## src/hw/ilm_params.svh

```systemverilog
`ifndef ILM_PARAMS_SVH
`define ILM_PARAMS_SVH

// Register byte offsets on the APB slave
`define ILM_OFF_LVL_A 12'h000
`define ILM_OFF_LVL_B 12'h004
`define ILM_OFF_LVL_C 12'h008
`define ILM_OFF_LVL_D 12'h00c
`define ILM_OFF_LVL_E 12'h010
`define ILM_OFF_BLOCK 12'h014

// Level field positions (upper bit of each 2-bit field)
`define ILM_FLD3_HI 7
`define ILM_FLD2_HI 5
`define ILM_FLD1_HI 3
`define ILM_FLD0_HI 1

// Mask register control bits
`define ILM_BLK_HI_BIT 1
`define ILM_BLK_LO_BIT 0

// Reset values and fixed read values
`define ILM_LVL_RST 8'h00
`define ILM_BLK_RST 2'h0
`define ILM_BLK_RSVD 6'h3f
`define ILM_LVL_E_KEEP 8'hf0
`define ILM_RD_ZERO 32'h0000_0000

// Sizes
`define ILM_NUM_REG 5
`define ILM_NUM_SRC 18

`endif

```

## src/hw/ilm_pkg.sv

```systemverilog
package ilm_pkg;

   // Decoded mask level of a source
   typedef enum logic [1:0] {
      lvl_0,
      lvl_1,
      lvl_2
   } ilm_level_t;

   // Index of a maskable source group, in vector order
   typedef logic [4:0] ilm_src_id_t;

endpackage

```

## src/hw/ilm_level_decode.sv

```systemverilog
`timescale 1ns/1ns

module ilm_level_decode
   import ilm_pkg::*;
(
   // Programmed fields
   input wire logic [1:0] level_field,
   input wire logic [1:0] block_field,
   // Decoded result
   output ilm_level_t level,
   output logic blocked
);

   always_comb begin
      // Field decode
      if (level_field[1]) begin
         level = lvl_2;
      end else if (level_field[0]) begin
         level = lvl_1;
      end else begin
         level = lvl_0;
      end
      // Level blocking
      if (block_field[1]) begin
         blocked = (level != lvl_2);
      end else if (block_field[0]) begin
         blocked = (level == lvl_0);
      end else begin
         blocked = 1'b0;
      end
   end

endmodule

```

## src/hw/ilm_top.sv

```systemverilog
// Notes on behaviour
// Every maskable source gets a programmable level 0 to 2; NMI and break have none.
// The first four level registers hold four 2-bit fields at 7:6, 5:4, 3:2, 1:0, the fifth only 7:6 and 5:4, one per source group.
// A field of 00 is level 0, 01 is level 1, and 1x is level 2 with the low bit ignored.
// The low four bits of the fifth level register are reserved and assign no level.
// An 8-bit read/write mask register selects one of three masking levels by its two low bits.
// Mask register bits 7 to 2 always read as one and ignore writes.
// Mask 1x blocks levels 1 and 0, mask 01 blocks level 0 only, mask 00 passes everything.
// After reset the mask bits and all level fields are zero.
// NMI is always passed as the top request, blocked by neither mask.
// Among forwarded sources of equal level the lower vector number wins.
// A request is forwarded only if its level is not blocked; higher levels win.
`timescale 1ns/1ns
`include "ilm_params.svh"

module ilm_top
   import ilm_pkg::*;
(
   // Clock and reset
   input wire logic mclk,
   input wire logic sys_rst,
   // APB slave
   input wire logic psel,
   input wire logic penable,
   input wire logic pwrite,
   input wire logic [11:0] paddr,
   input wire logic [31:0] pwdata,
   output logic [31:0] prdata,
   output logic pready,
   output logic pslverr,
   // Requests from source flag logic
   input wire logic [`ILM_NUM_SRC-1:0] src_req,
   input wire logic nmi_req,
   input wire logic brk_req,
   input wire logic cpu_imask,
   // Filtered request to the core
   output logic irq_valid,
   output logic irq_nmi,
   output logic irq_brk,
   output ilm_src_id_t irq_src,
   output ilm_level_t irq_level
);

   localparam logic [11:0] LVL_OFF [`ILM_NUM_REG] = '{
      `ILM_OFF_LVL_A,
      `ILM_OFF_LVL_B,
      `ILM_OFF_LVL_C,
      `ILM_OFF_LVL_D,
      `ILM_OFF_LVL_E
   };

   // Register state
   logic [7:0] lvl_q [`ILM_NUM_REG];
   logic [7:0] lvl_d [`ILM_NUM_REG];
   logic [1:0] blk_q;
   logic [1:0] blk_d;
   logic [31:0] prdata_q;
   logic [31:0] prdata_d;
   logic pready_q;
   logic pready_d;
   logic pslverr_q;
   logic pslverr_d;
   logic wr_en;
   logic rd_hit;
   logic [7:0] rd_byte;

   // Request path state
   logic irq_valid_q;
   logic irq_valid_d;
   logic irq_nmi_q;
   logic irq_nmi_d;
   logic irq_brk_q;
   logic irq_brk_d;
   ilm_src_id_t irq_src_q;
   ilm_src_id_t irq_src_d;
   ilm_level_t irq_level_q;
   ilm_level_t irq_level_d;
   ilm_level_t src_lvl [`ILM_NUM_SRC];
   logic [`ILM_NUM_SRC-1:0] src_blk;
   logic [`ILM_NUM_SRC-1:0] fwd;
   logic best_found;
   ilm_level_t best_lvl;
   ilm_src_id_t best_id;

   // APB access and register writes
   always_comb begin
      wr_en = psel && penable && pready_q && pwrite;
      rd_hit = 1'b0;
      rd_byte = 8'h00;
      for (int r = 0; r < `ILM_NUM_REG; r++) begin
         if (paddr == LVL_OFF[r]) begin
            rd_hit = 1'b1;
            rd_byte = lvl_q[r];
         end
      end
      if (paddr == `ILM_OFF_BLOCK) begin
         rd_hit = 1'b1;
         // Reserved ones
         rd_byte = {`ILM_BLK_RSVD, blk_q};
      end
      // Answer one cycle after setup
      pready_d = psel && !penable;
      pslverr_d = psel && !penable && !rd_hit;
      prdata_d = `ILM_RD_ZERO;
      if (psel && !penable && !pwrite) begin
         prdata_d[7:0] = rd_byte;
      end
      for (int r = 0; r < `ILM_NUM_REG; r++) begin
         lvl_d[r] = lvl_q[r];
         // Field write
         if (wr_en && paddr == LVL_OFF[r]) begin
            lvl_d[r] = pwdata[7:0];
         end
      end
      // Reserved low bits
      lvl_d[`ILM_NUM_REG-1] = lvl_d[`ILM_NUM_REG-1] & `ILM_LVL_E_KEEP;
      blk_d = blk_q;
      // Mask write
      if (wr_en && paddr == `ILM_OFF_BLOCK) begin
         blk_d = pwdata[1:0];
      end
   end

   // Reset values
   always_ff @(posedge mclk or posedge sys_rst) begin
      if (sys_rst) begin
         for (int r = 0; r < `ILM_NUM_REG; r++) begin
            lvl_q[r] <= `ILM_LVL_RST;
         end
         blk_q <= `ILM_BLK_RST;
         prdata_q <= `ILM_RD_ZERO;
         pready_q <= 1'b0;
         pslverr_q <= 1'b0;
      end else begin
         for (int r = 0; r < `ILM_NUM_REG; r++) begin
            lvl_q[r] <= lvl_d[r];
         end
         blk_q <= blk_d;
         prdata_q <= prdata_d;
         pready_q <= pready_d;
         pslverr_q <= pslverr_d;
      end
   end

   // Per-source level and block decode
   genvar g;
   generate
      for (g = 0; g < `ILM_NUM_SRC; g++) begin : gen_src
         ilm_level_decode u_dec (
            .level_field(lvl_q[g / 4][7 - 2 * (g % 4) -: 2]),
            .block_field(blk_q),
            .level(src_lvl[g]),
            .blocked(src_blk[g])
         );
         // Forward unblocked
         assign fwd[g] = src_req[g] && !src_blk[g] && !cpu_imask;
      end
   endgenerate

   // Arbitration and output select
   always_comb begin
      best_found = 1'b0;
      best_lvl = lvl_0;
      best_id = '0;
      // Equal level, low index wins
      for (int i = `ILM_NUM_SRC - 1; i >= 0; i--) begin
         if (fwd[i] && (!best_found || src_lvl[i] >= best_lvl)) begin
            best_found = 1'b1;
            best_lvl = src_lvl[i];
            best_id = 5'(i);
         end
      end
      irq_valid_d = 1'b0;
      irq_nmi_d = 1'b0;
      irq_brk_d = 1'b0;
      irq_src_d = '0;
      irq_level_d = lvl_0;
      // NMI first, unmasked
      if (nmi_req) begin
         irq_valid_d = 1'b1;
         irq_nmi_d = 1'b1;
         irq_level_d = lvl_2;
      end else if (brk_req && !cpu_imask) begin
         irq_valid_d = 1'b1;
         irq_brk_d = 1'b1;
         irq_level_d = lvl_2;
      end else if (best_found) begin
         irq_valid_d = 1'b1;
         irq_src_d = best_id;
         irq_level_d = best_lvl;
      end
   end

   always_ff @(posedge mclk or posedge sys_rst) begin
      if (sys_rst) begin
         irq_valid_q <= 1'b0;
         irq_nmi_q <= 1'b0;
         irq_brk_q <= 1'b0;
         irq_src_q <= '0;
         irq_level_q <= lvl_0;
      end else begin
         irq_valid_q <= irq_valid_d;
         irq_nmi_q <= irq_nmi_d;
         irq_brk_q <= irq_brk_d;
         irq_src_q <= irq_src_d;
         irq_level_q <= irq_level_d;
      end
   end

   assign prdata = prdata_q;
   assign pready = pready_q;
   assign pslverr = pslverr_q;
   assign irq_valid = irq_valid_q;
   assign irq_nmi = irq_nmi_q;
   assign irq_brk = irq_brk_q;
   assign irq_src = irq_src_q;
   assign irq_level = irq_level_q;

   // Checks
   logic started_q;
   always_ff @(posedge mclk or posedge sys_rst) begin
      if (sys_rst) begin
         started_q <= 1'b0;
      end else begin
         started_q <= 1'b1;
      end
   end

   AST_RESET_ZERO: assert property (
      @(posedge mclk) disable iff (sys_rst)
      !started_q |-> (blk_q == `ILM_BLK_RST && lvl_q[0] == `ILM_LVL_RST && lvl_q[4] == `ILM_LVL_RST))
      else $error("Level or mask state not zero after reset");

   AST_FIELD_WRITE: assert property (
      @(posedge mclk) disable iff (sys_rst)
      (wr_en && paddr == `ILM_OFF_LVL_B) |=> (lvl_q[1] == $past(pwdata[7:0])))
      else $error("Level register write not stored");

   AST_E_RESERVED: assert property (
      @(posedge mclk) disable iff (sys_rst)
      (psel && !penable && !pwrite && paddr == `ILM_OFF_LVL_E) |=> (prdata_q[3:0] == 4'h0))
      else $error("Reserved level bits read nonzero");

   AST_MASK_WRITE: assert property (
      @(posedge mclk) disable iff (sys_rst)
      (wr_en && paddr == `ILM_OFF_BLOCK) |=> (blk_q == $past(pwdata[1:0])))
      else $error("Mask register write not stored");

   AST_MASK_ONES: assert property (
      @(posedge mclk) disable iff (sys_rst)
      (psel && !penable && !pwrite && paddr == `ILM_OFF_BLOCK)
      |=> (prdata_q[7:0] == {`ILM_BLK_RSVD, $past(blk_q)} && pready_q))
      else $error("Mask register read wrong");

   AST_DECODE_HI: assert property (
      @(posedge mclk) disable iff (sys_rst)
      lvl_q[0][7] |-> (src_lvl[0] == lvl_2))
      else $error("Upper field bit did not give level 2");

   AST_BLOCK_HI: assert property (
      @(posedge mclk) disable iff (sys_rst)
      (!nmi_req && !brk_req && blk_q[1])
      |=> !(irq_valid_q && irq_level_q != lvl_2))
      else $error("Level 1 or 0 request passed under high mask");

   AST_NMI_PASS: assert property (
      @(posedge mclk) disable iff (sys_rst)
      nmi_req |=> (irq_valid_q && irq_nmi_q && !irq_brk_q))
      else $error("NMI not forwarded");

   AST_LOW_INDEX: assert property (
      @(posedge mclk) disable iff (sys_rst)
      (!nmi_req && !brk_req && fwd[0] && src_lvl[0] == lvl_2) |=> (irq_src_q == 5'h00))
      else $error("Lowest source at top level did not win");

   AST_NONE_FWD: assert property (
      @(posedge mclk) disable iff (sys_rst)
      (!nmi_req && !(brk_req && !cpu_imask) && fwd == '0) |=> !irq_valid_q)
      else $error("Request forwarded with nothing eligible");

   AST_DECODE_MID: assert property (
      @(posedge mclk) disable iff (sys_rst)
      (lvl_q[0][3:2] == 2'h1) |-> (src_lvl[2] == lvl_1))
      else $error("Field 01 did not give level 1");

   AST_DECODE_LOW: assert property (
      @(posedge mclk) disable iff (sys_rst)
      (lvl_q[0][1:0] == 2'h0) |-> (src_lvl[3] == lvl_0))
      else $error("Field 00 did not give level 0");

   AST_BLOCK_LO: assert property (
      @(posedge mclk) disable iff (sys_rst)
      (!nmi_req && !brk_req && blk_q == 2'h1)
      |=> !(irq_valid_q && irq_level_q == lvl_0))
      else $error("Level 0 request passed under low mask");

   AST_PASS_ALL: assert property (
      @(posedge mclk) disable iff (sys_rst)
      (!nmi_req && !brk_req && !cpu_imask && blk_q == 2'h0 && src_req[3]) |=> irq_valid_q)
      else $error("Request dropped with mask open");

   AST_E_WRITE: assert property (
      @(posedge mclk) disable iff (sys_rst)
      (wr_en && paddr == `ILM_OFF_LVL_E) |=> (lvl_q[4] == ($past(pwdata[7:0]) & `ILM_LVL_E_KEEP)))
      else $error("Fifth level register stored reserved bits");

   AST_APB_READY: assert property (
      @(posedge mclk) disable iff (sys_rst)
      (psel && !penable) |=> pready_q)
      else $error("Register access not answered");

   AST_NMI_OVER_MASK: assert property (
      @(posedge mclk) disable iff (sys_rst)
      (nmi_req && cpu_imask) |=> (irq_nmi_q && irq_level_q == lvl_2))
      else $error("NMI blocked by global mask");

   AST_HIGH_WINS: assert property (
      @(posedge mclk) disable iff (sys_rst)
      (!nmi_req && !brk_req && fwd[1] && src_lvl[1] == lvl_2) |=> (irq_level_q == lvl_2))
      else $error("Top level request lost to a lower level");

endmodule

```

## config.mk

```make
export PLATFORM = sky130hd
export DESIGN_NAME = ilm_top
export DESIGN_NICKNAME = d
export VERILOG_FILES = /design/src/hw/ilm_pkg.sv /design/src/hw/ilm_level_decode.sv /design/src/hw/ilm_top.sv
export VERILOG_INCLUDE_DIRS = /design/src /design/src/hw
export SDC_FILE = /design/constraint.sdc
export NUM_CORES = 1
export LEC_CHECK = 0
export BUFFER_PORTS_ARGS = -buffer_cell sky130_fd_sc_hd__buf_4
export CAP_MARGIN = 20
export CORE_MARGIN = 5
export CORE_UTILIZATION = 50
export DETAILED_ROUTE_END_ITERATION = 6
export PLACE_DENSITY = 0.74
export SYNTH_ARGS = -nofsm -noshare
export SYNTH_HDL_FRONTEND = slang
export SYNTH_SLANG_ARGS = --single-unit
```

## constraint.sdc

```tcl
create_clock -name mclk -period 27.9 [get_ports mclk]
set_input_delay 2.79 -clock mclk [delete_from_list [all_inputs] [get_ports mclk]]
set_output_delay 2.79 -clock mclk [all_outputs]
set_load 0.01 [all_outputs]
```

# [After elaboration in Yosys (flattened, before gate mapping)]
# Index checks and enable logic that the tools add are counted.
[op_classes] n_lt_le_gt_ge=17 eq_ne=23 muxes=151 n_reduce_logical=141
[ops] operator="$mux W5" n=21
[ops] operator="$mux W1" n=84
[ops] operator="$mux W2" n=39
[ops] operator="$logic_and A1 B1 Y1" n=66
[ops] operator="$mux W8" n=7
[ops] operator="$logic_not A1 Y1" n=39
[ops] operator="$logic_not A2 Y1" n=18
[ops] operator="$ne A2 B2 Y1 const B" n=18
[ops] operator="$ge A2 B2 Y1" n=17
[ops] operator="$eq A12 B4 Y1 const B" n=2
[ops] operator="$eq A12 B5 Y1 const B" n=2
[ops] operator="$logic_or A1 B1 Y1" n=17
[ops] operator="$eq A12 B3 Y1 const B" n=1
[ops] operator="$logic_not A12 Y1" n=1
[word_totals] regBits=58 in_bits=70 output_inout_bits=44 elab_cells=346

# [Longest topological paths before layout]
[depth] word_depth=80 ltp_mapped=124 depth_no_buf=121

# [Cells and area by module]
# From an unflattened synthesis, not the netlist that was laid out.
[unflattened] hier_cells=634 area_unflattened_um2=5610.4
[modules_own_cells] module="ilm_top" instances=1 cells_per_inst=544 area_each_um2=5024.8 seq_area_each_um2=1451.4
[modules_own_cells] module="ilm_level_decode" instances=18 cells_per_inst=5 area_each_um2=32.5 seq_area_each_um2=0.0

# [Worst setup path after synthesis]
# Ideal clock, no wire load.
[synth_timing] path_type="in2reg" start="input src_req[17]" end="register irq_src_q[4] (netlist: irq_src[4])" setup_time_ns=0.094 t_arrival_ns=22.244 t_required_ns=27.806 setup_slack_ns=5.562 stages=116 n_path_buf=2 cell_sequence="nor2b_1 > and2_1 > inv_1 > ha_1 > a21oi_1 > a21o_1 > mux2_2 > inv_1 > ha_1 > nand2b_1 > a21oi_1 > o21ai_0 > nand2_1 > nor2_1 > a21oi_1 > ha_1 > nand2b_1 > a21oi_1 > (+80 left out) > buf_2 > mux2i_1 > o21bai_2 > ha_1 > nand2b_1 > a21oi_1 > a21o_1 > nor2_1 > a21oi_1 > a21boi_1 > inv_1 > ha_1 > nand2b_1 > a21oi_1 > o211ai_1 > nor3_1 > nand2_1 > a211oi_1"
[synth_via] elab_chain_len=74 elab_cells_between_ends=126 classes_between="order compare (17); mux (56); reduce/logical (53)"
[synth_rtl] item="from (decl)" line="ilm_top.sv:32" source="input wire logic [`ILM_NUM_SRC-1:0] src_req,"
[synth_rtl] item="$logic_and A1 B1 Y1 (*) (2 in series)" line="ilm_top.sv:156" source="assign fwd[g] = src_req[g] && !src_blk[g] && !cpu_imask;"
[synth_rtl] item="$mux W2 / $mux W1 (equally long branches)" line="ilm_top.sv:167" source="if (fwd[i] && (!best_found || src_lvl[i] >= best_lvl)) begin"
[synth_rtl] item="$ge A2 B2 Y1 / $logic_not A1 Y1 (equally long branches)" line="ilm_top.sv:167"
[synth_rtl] item="$logic_or A1 B1 Y1" line="ilm_top.sv:167"
[synth_rtl] item="$logic_and A1 B1 Y1" line="ilm_top.sv:167"
[synth_rtl] item="$mux W2 / $mux W1 (equally long branches)" line="ilm_top.sv:167"
[synth_rtl] item="$ge A2 B2 Y1 / $logic_not A1 Y1 (equally long branches)" line="ilm_top.sv:167"
[synth_rtl] item="$logic_or A1 B1 Y1" line="ilm_top.sv:167"
[synth_rtl] item="(+58 left out)"
[synth_rtl] item="$ge A2 B2 Y1 / $logic_not A1 Y1 (equally long branches)" line="ilm_top.sv:167"
[synth_rtl] item="$logic_or A1 B1 Y1" line="ilm_top.sv:167"
[synth_rtl] item="$logic_and A1 B1 Y1" line="ilm_top.sv:167"
[synth_rtl] item="$mux W5 / $mux W1 (equally long branches)" line="ilm_top.sv:167"
[synth_rtl] item="$mux W5 (*)" line="ilm_top.sv:187" source="end else if (best_found) begin"
[synth_rtl] item="$mux W5 (*)" line="ilm_top.sv:183" source="end else if (brk_req && !cpu_imask) begin"
[synth_rtl] item="$mux W5 (*)" line="ilm_top.sv:179" source="if (nmi_req) begin"
[synth_rtl] item="net irq_src_d[4]" line="ilm_top.sv:75" source="ilm_src_id_t irq_src_d;"
[synth_rtl] item="to (signal assigned)" line="ilm_top.sv:205" source="irq_src_q <= irq_src_d;"
[synth_rtl] item="to (decl)" line="ilm_top.sv:74" source="ilm_src_id_t irq_src_q;"
# The timed path passes the listed nets; every way through them passes the cells marked *.
# A chain may end at the register's enable or synchronous reset.

# [Worst setup path in the final report]
[layout_timing] start="input cpu_imask" end="register irq_src_q[4] (netlist: irq_src[4])"
[layout_via] elab_chain_len=74 elab_cells_between_ends=144 classes_between="order compare (17); mux (56); reduce/logical (71)"
[layout_rtl] item="from (decl)" line="ilm_top.sv:35" source="input wire logic cpu_imask,"
[layout_rtl] item="$logic_not A1 Y1 (*)" line="ilm_top.sv:156, ilm_top.sv:183"
[layout_rtl] item="$logic_and A1 B1 Y1" line="ilm_top.sv:156"
[layout_rtl] item="$mux W2 / $mux W1 (equally long branches)" line="ilm_top.sv:167"
[layout_rtl] item="$ge A2 B2 Y1 / $logic_not A1 Y1 (equally long branches)" line="ilm_top.sv:167"
[layout_rtl] item="$logic_or A1 B1 Y1" line="ilm_top.sv:167"
[layout_rtl] item="$logic_and A1 B1 Y1" line="ilm_top.sv:167"
[layout_rtl] item="$mux W2 / $mux W1 (equally long branches)" line="ilm_top.sv:167"
[layout_rtl] item="$ge A2 B2 Y1 / $logic_not A1 Y1 (equally long branches)" line="ilm_top.sv:167"
[layout_rtl] item="(+59 left out)"
[layout_rtl] item="$ge A2 B2 Y1 / $logic_not A1 Y1 (equally long branches)" line="ilm_top.sv:167"
[layout_rtl] item="$logic_or A1 B1 Y1" line="ilm_top.sv:167"
[layout_rtl] item="$logic_and A1 B1 Y1" line="ilm_top.sv:167"
[layout_rtl] item="$mux W5 / $mux W1 (equally long branches)" line="ilm_top.sv:167"
[layout_rtl] item="$mux W5" line="ilm_top.sv:187"
[layout_rtl] item="$mux W5 (*)" line="ilm_top.sv:183"
[layout_rtl] item="$mux W5 (*)" line="ilm_top.sv:179"
[layout_rtl] item="net irq_src_d[4]" line="ilm_top.sv:75"
# Marks and branches as above.

==> flow_summary_export.csv <==
group,metric,value,unit
grt,grt_overflow,0,
critical_path,crit_arrival,25.76,ns
sta,setup_viol,0,
power,power,207.9,µW
place,hpwl,10390,µm
grt,grt_max_degree,59,
synthesis,synthFlopType,"dfrtp_1",
synthesis,synth_seq_cells,58,
final_layout,final_area,5554,µm²
place,gp_congestion,1.029,
final_layout,diodes,0,
synthesis,synth_area_leaders,"dfrtp_1, ha_1, mux2_2, nand2b_1, a21oi_1",
critical_path,crit_path_end_kind,"flop",
final_layout,finalNonFillerCells,759,
grt,grt_pass1_wl,21590,µm
sta,finalHoldViolations,0,
final_layout,syn_to_final_growth,13.97,%
critical_path,start_kind,"input port",
final_layout,num-fill-cells,908,
final_layout,post-route-util,57.62,%
cts,cts_tree,"yes",
sta,clock_skew,0.007832,ns
place,dp_cells,742,
drt,finalWirelength,13490,µm
cts,postCtsHoldBufs,0,
drt,drc,0,
floorplan,die-area,11820,µm²
drt,viasPerCell,5.934,
critical_path,required,28.14,ns
synthesis,ys_warn_count,0,
critical_path,crit_path_frequent_cell,"ha_1",
cts,postCtsSetupRepairBufs,0,
final_layout,fin_nets,716,
floorplan,core_area,9639,µm²
outcome,outcome,"finished clean",
sta,maxSlewHeadroom,38.94,%
place,dpl_cell_area,5364,µm²
cts,cts_made_buffers,9,
grt,antenna_found_initial,0,
place,place_ws,2.039,ns
drt,ant_nets,0,
drt,vias,4504,
grt,first_global_vias,4370,
sta,worst_pin_slew,0.9044,ns
synthesis,synthArstFlopShare,100.0,%
cts,path_clk_slew,0.06,ns
run,drv_cap,0,
sta,final_max_slew_viol_count,0,
cts,numClockSinks,58,
cts,clk_latency,0.35,ns
sta,hold_ws,0.6067,ns
sta,setup_tns,0,ns
floorplan,start_util,50.56,%
critical_path,cp_max_fo,16,
power,ir_drop,0.01718,mV
power,power.leakage,2.584,nW
cts,clockBufferDepth,2,
critical_path,critPathMaxStageDelay,0.47,ns
synthesis,synth_area,4873,µm²
floorplan,ioPinCount,114,
synthesis,ys_types,83,
synthesis,yosysSeqAreaShare,29.78,%
drt,initialDrtViolationCount,367,
cts,cts_root_buf,"clkbuf_8",
sta,fin_ws,2.386,ns
floorplan,die_y,108.7,µm
sta,post-route-period-util,91.45,%
sta,max_freq,0.03919,GHz
synthesis,synthTopCellsByCount,"dfrtp_1, nand2_1, a21oi_1, o21ai_0",
cts,cts_htree_levels,3,
synthesis,synth-edff-count,0,
floorplan,rows,36,
critical_path,cp_top_family,"compound AO/OA/AOI/OAI gates",
critical_path,path_class,"in2reg",
critical_path,cp_num_buf_inv,8,
drt,drtPass1Iterations,5,
synthesis,synth.most_common_cell,"dfrtp_1",
min_path,hp-class,"reg2reg",
critical_path,crit_path_top_delay_cell,"a221oi_1",
final_layout,drive_gt1_share,22.68,%
sta,period_needed,25.51,ns
synthesis,synth_top_cell_area_share,29.78,%
place,io_buffers,65,
synthesis,yosys.area.top_type,"dfrtp_1",
floorplan,fp.dieW,108.7,µm
drt,avgRoutedWirePerCell,17.77,µm
power,p_per_area,37.43,nW/µm²
sta,rsz0062_at_grt,"no",
cts,cts_resized,0,
synthesis,syn_area_per_cell,8.687,µm²
synthesis,synthesis.instances,561,
grt,grt_use_total,23.39,%
## path summary, 6_finish.rpt
| kind | startpoint | end | slack (ns) | cells after the start |
|---|---|---|---|---|
| max in group asynchronous | sys_rst | lvl_q[29] | 24.77 | 3 |
| setup / recovery | cpu_imask | irq_src[4] | 2.39 | 113 |
| min in group asynchronous | sys_rst | irq_brk | 2.65 | 3 |
| hold reg to reg | lvl_q[26] | lvl_q[26] | 0.61 | 2 |
| hold / removal | lvl_q[26] | lvl_q[26] | 0.61 | 2 |
| setup reg to reg | blk_q[1] | irq_src[4] | 4.18 | 113 |
## layer usage
metal / track usage [%] / wire (µm) / vias up
met3: 5.092 / 1042 / 33
met2: 38.88 / 6466 / 202
met5: 0 / 0 / -
li1: - / - / 2112
met1: 30.21 / 5676 / 2157
met4: 7.935 / 303 / 0
## placed cells by master, fill, tap and decap left out, types with 5 or more instances in the layout
cell / instances
inv_1: 35
nor2b_1: 15
o211a_1: 5
mux2_2: 24
a221oi_1: 9
mux2i_1: 6
nand2b_1: 36
nor2_1: 35
nand2_1: 53
clkbuf_8: 12
conb_1: 24
o211ai_1: 10
buf_4: 68
nand3_1: 6
ha_1: 25
a211oi_1: 5
a21oi_1: 44
nor3_1: 6
a22oi_1: 5
o21ai_0: 37
dfrtp_1: 58
o22ai_1: 5
a21o_1: 6
## registers in the layout (all words and copies together) (netlist names)
register	count
irq_nmi	1
pslverr	1
lvl_q	36
irq_level	2
prdata	8
irq_brk	1
pready	1
irq_src	5
irq_valid	1
blk_q	2
## tightest hold or removal path: cells and delay by family (launching register included)
kind                   cells  cell delay (ns)
DFF                        1             0.35
buffers and inverters      1             0.08
AOI/OAI and AO/OA          1             0.15
## report_power, final
group          internal, mW  total, mW  switching (mW)
combinational        0.0212     0.0501          0.0289
clock                0.0393     0.0721          0.0328
sequential           0.0853     0.0857        0.000376
total                 0.146      0.208          0.0621
## layout make-up
| class | instances | area (µm²) | area share [%] |
|---|---|---|---|
| sequential | 58 | 1451 | 26.13 |
| tap | 133 | 166.4 | 2.996 |
| multi-input combinational | 446 | 3100 | 55.82 |
| clock buffer | 14 | 172.7 | 3.109 |
| clock inverter | 2 | 10.01 | 0.1802 |
| inverter | 38 | 142.6 | 2.568 |
| timing repair buffer | 68 | 510.5 | 9.191 |
## logic make-up after synthesis
family,Yosys count,synth area share (%)
compound gates,177,26.57
fa+ha+maj,28,7.086
buf+inv,80,8.370
flops,58,29.78
mux,34,8.447
other cells,1,0.07695
simple gates,183,19.67
No activity file was read; power rests on OpenSTA's default activity.
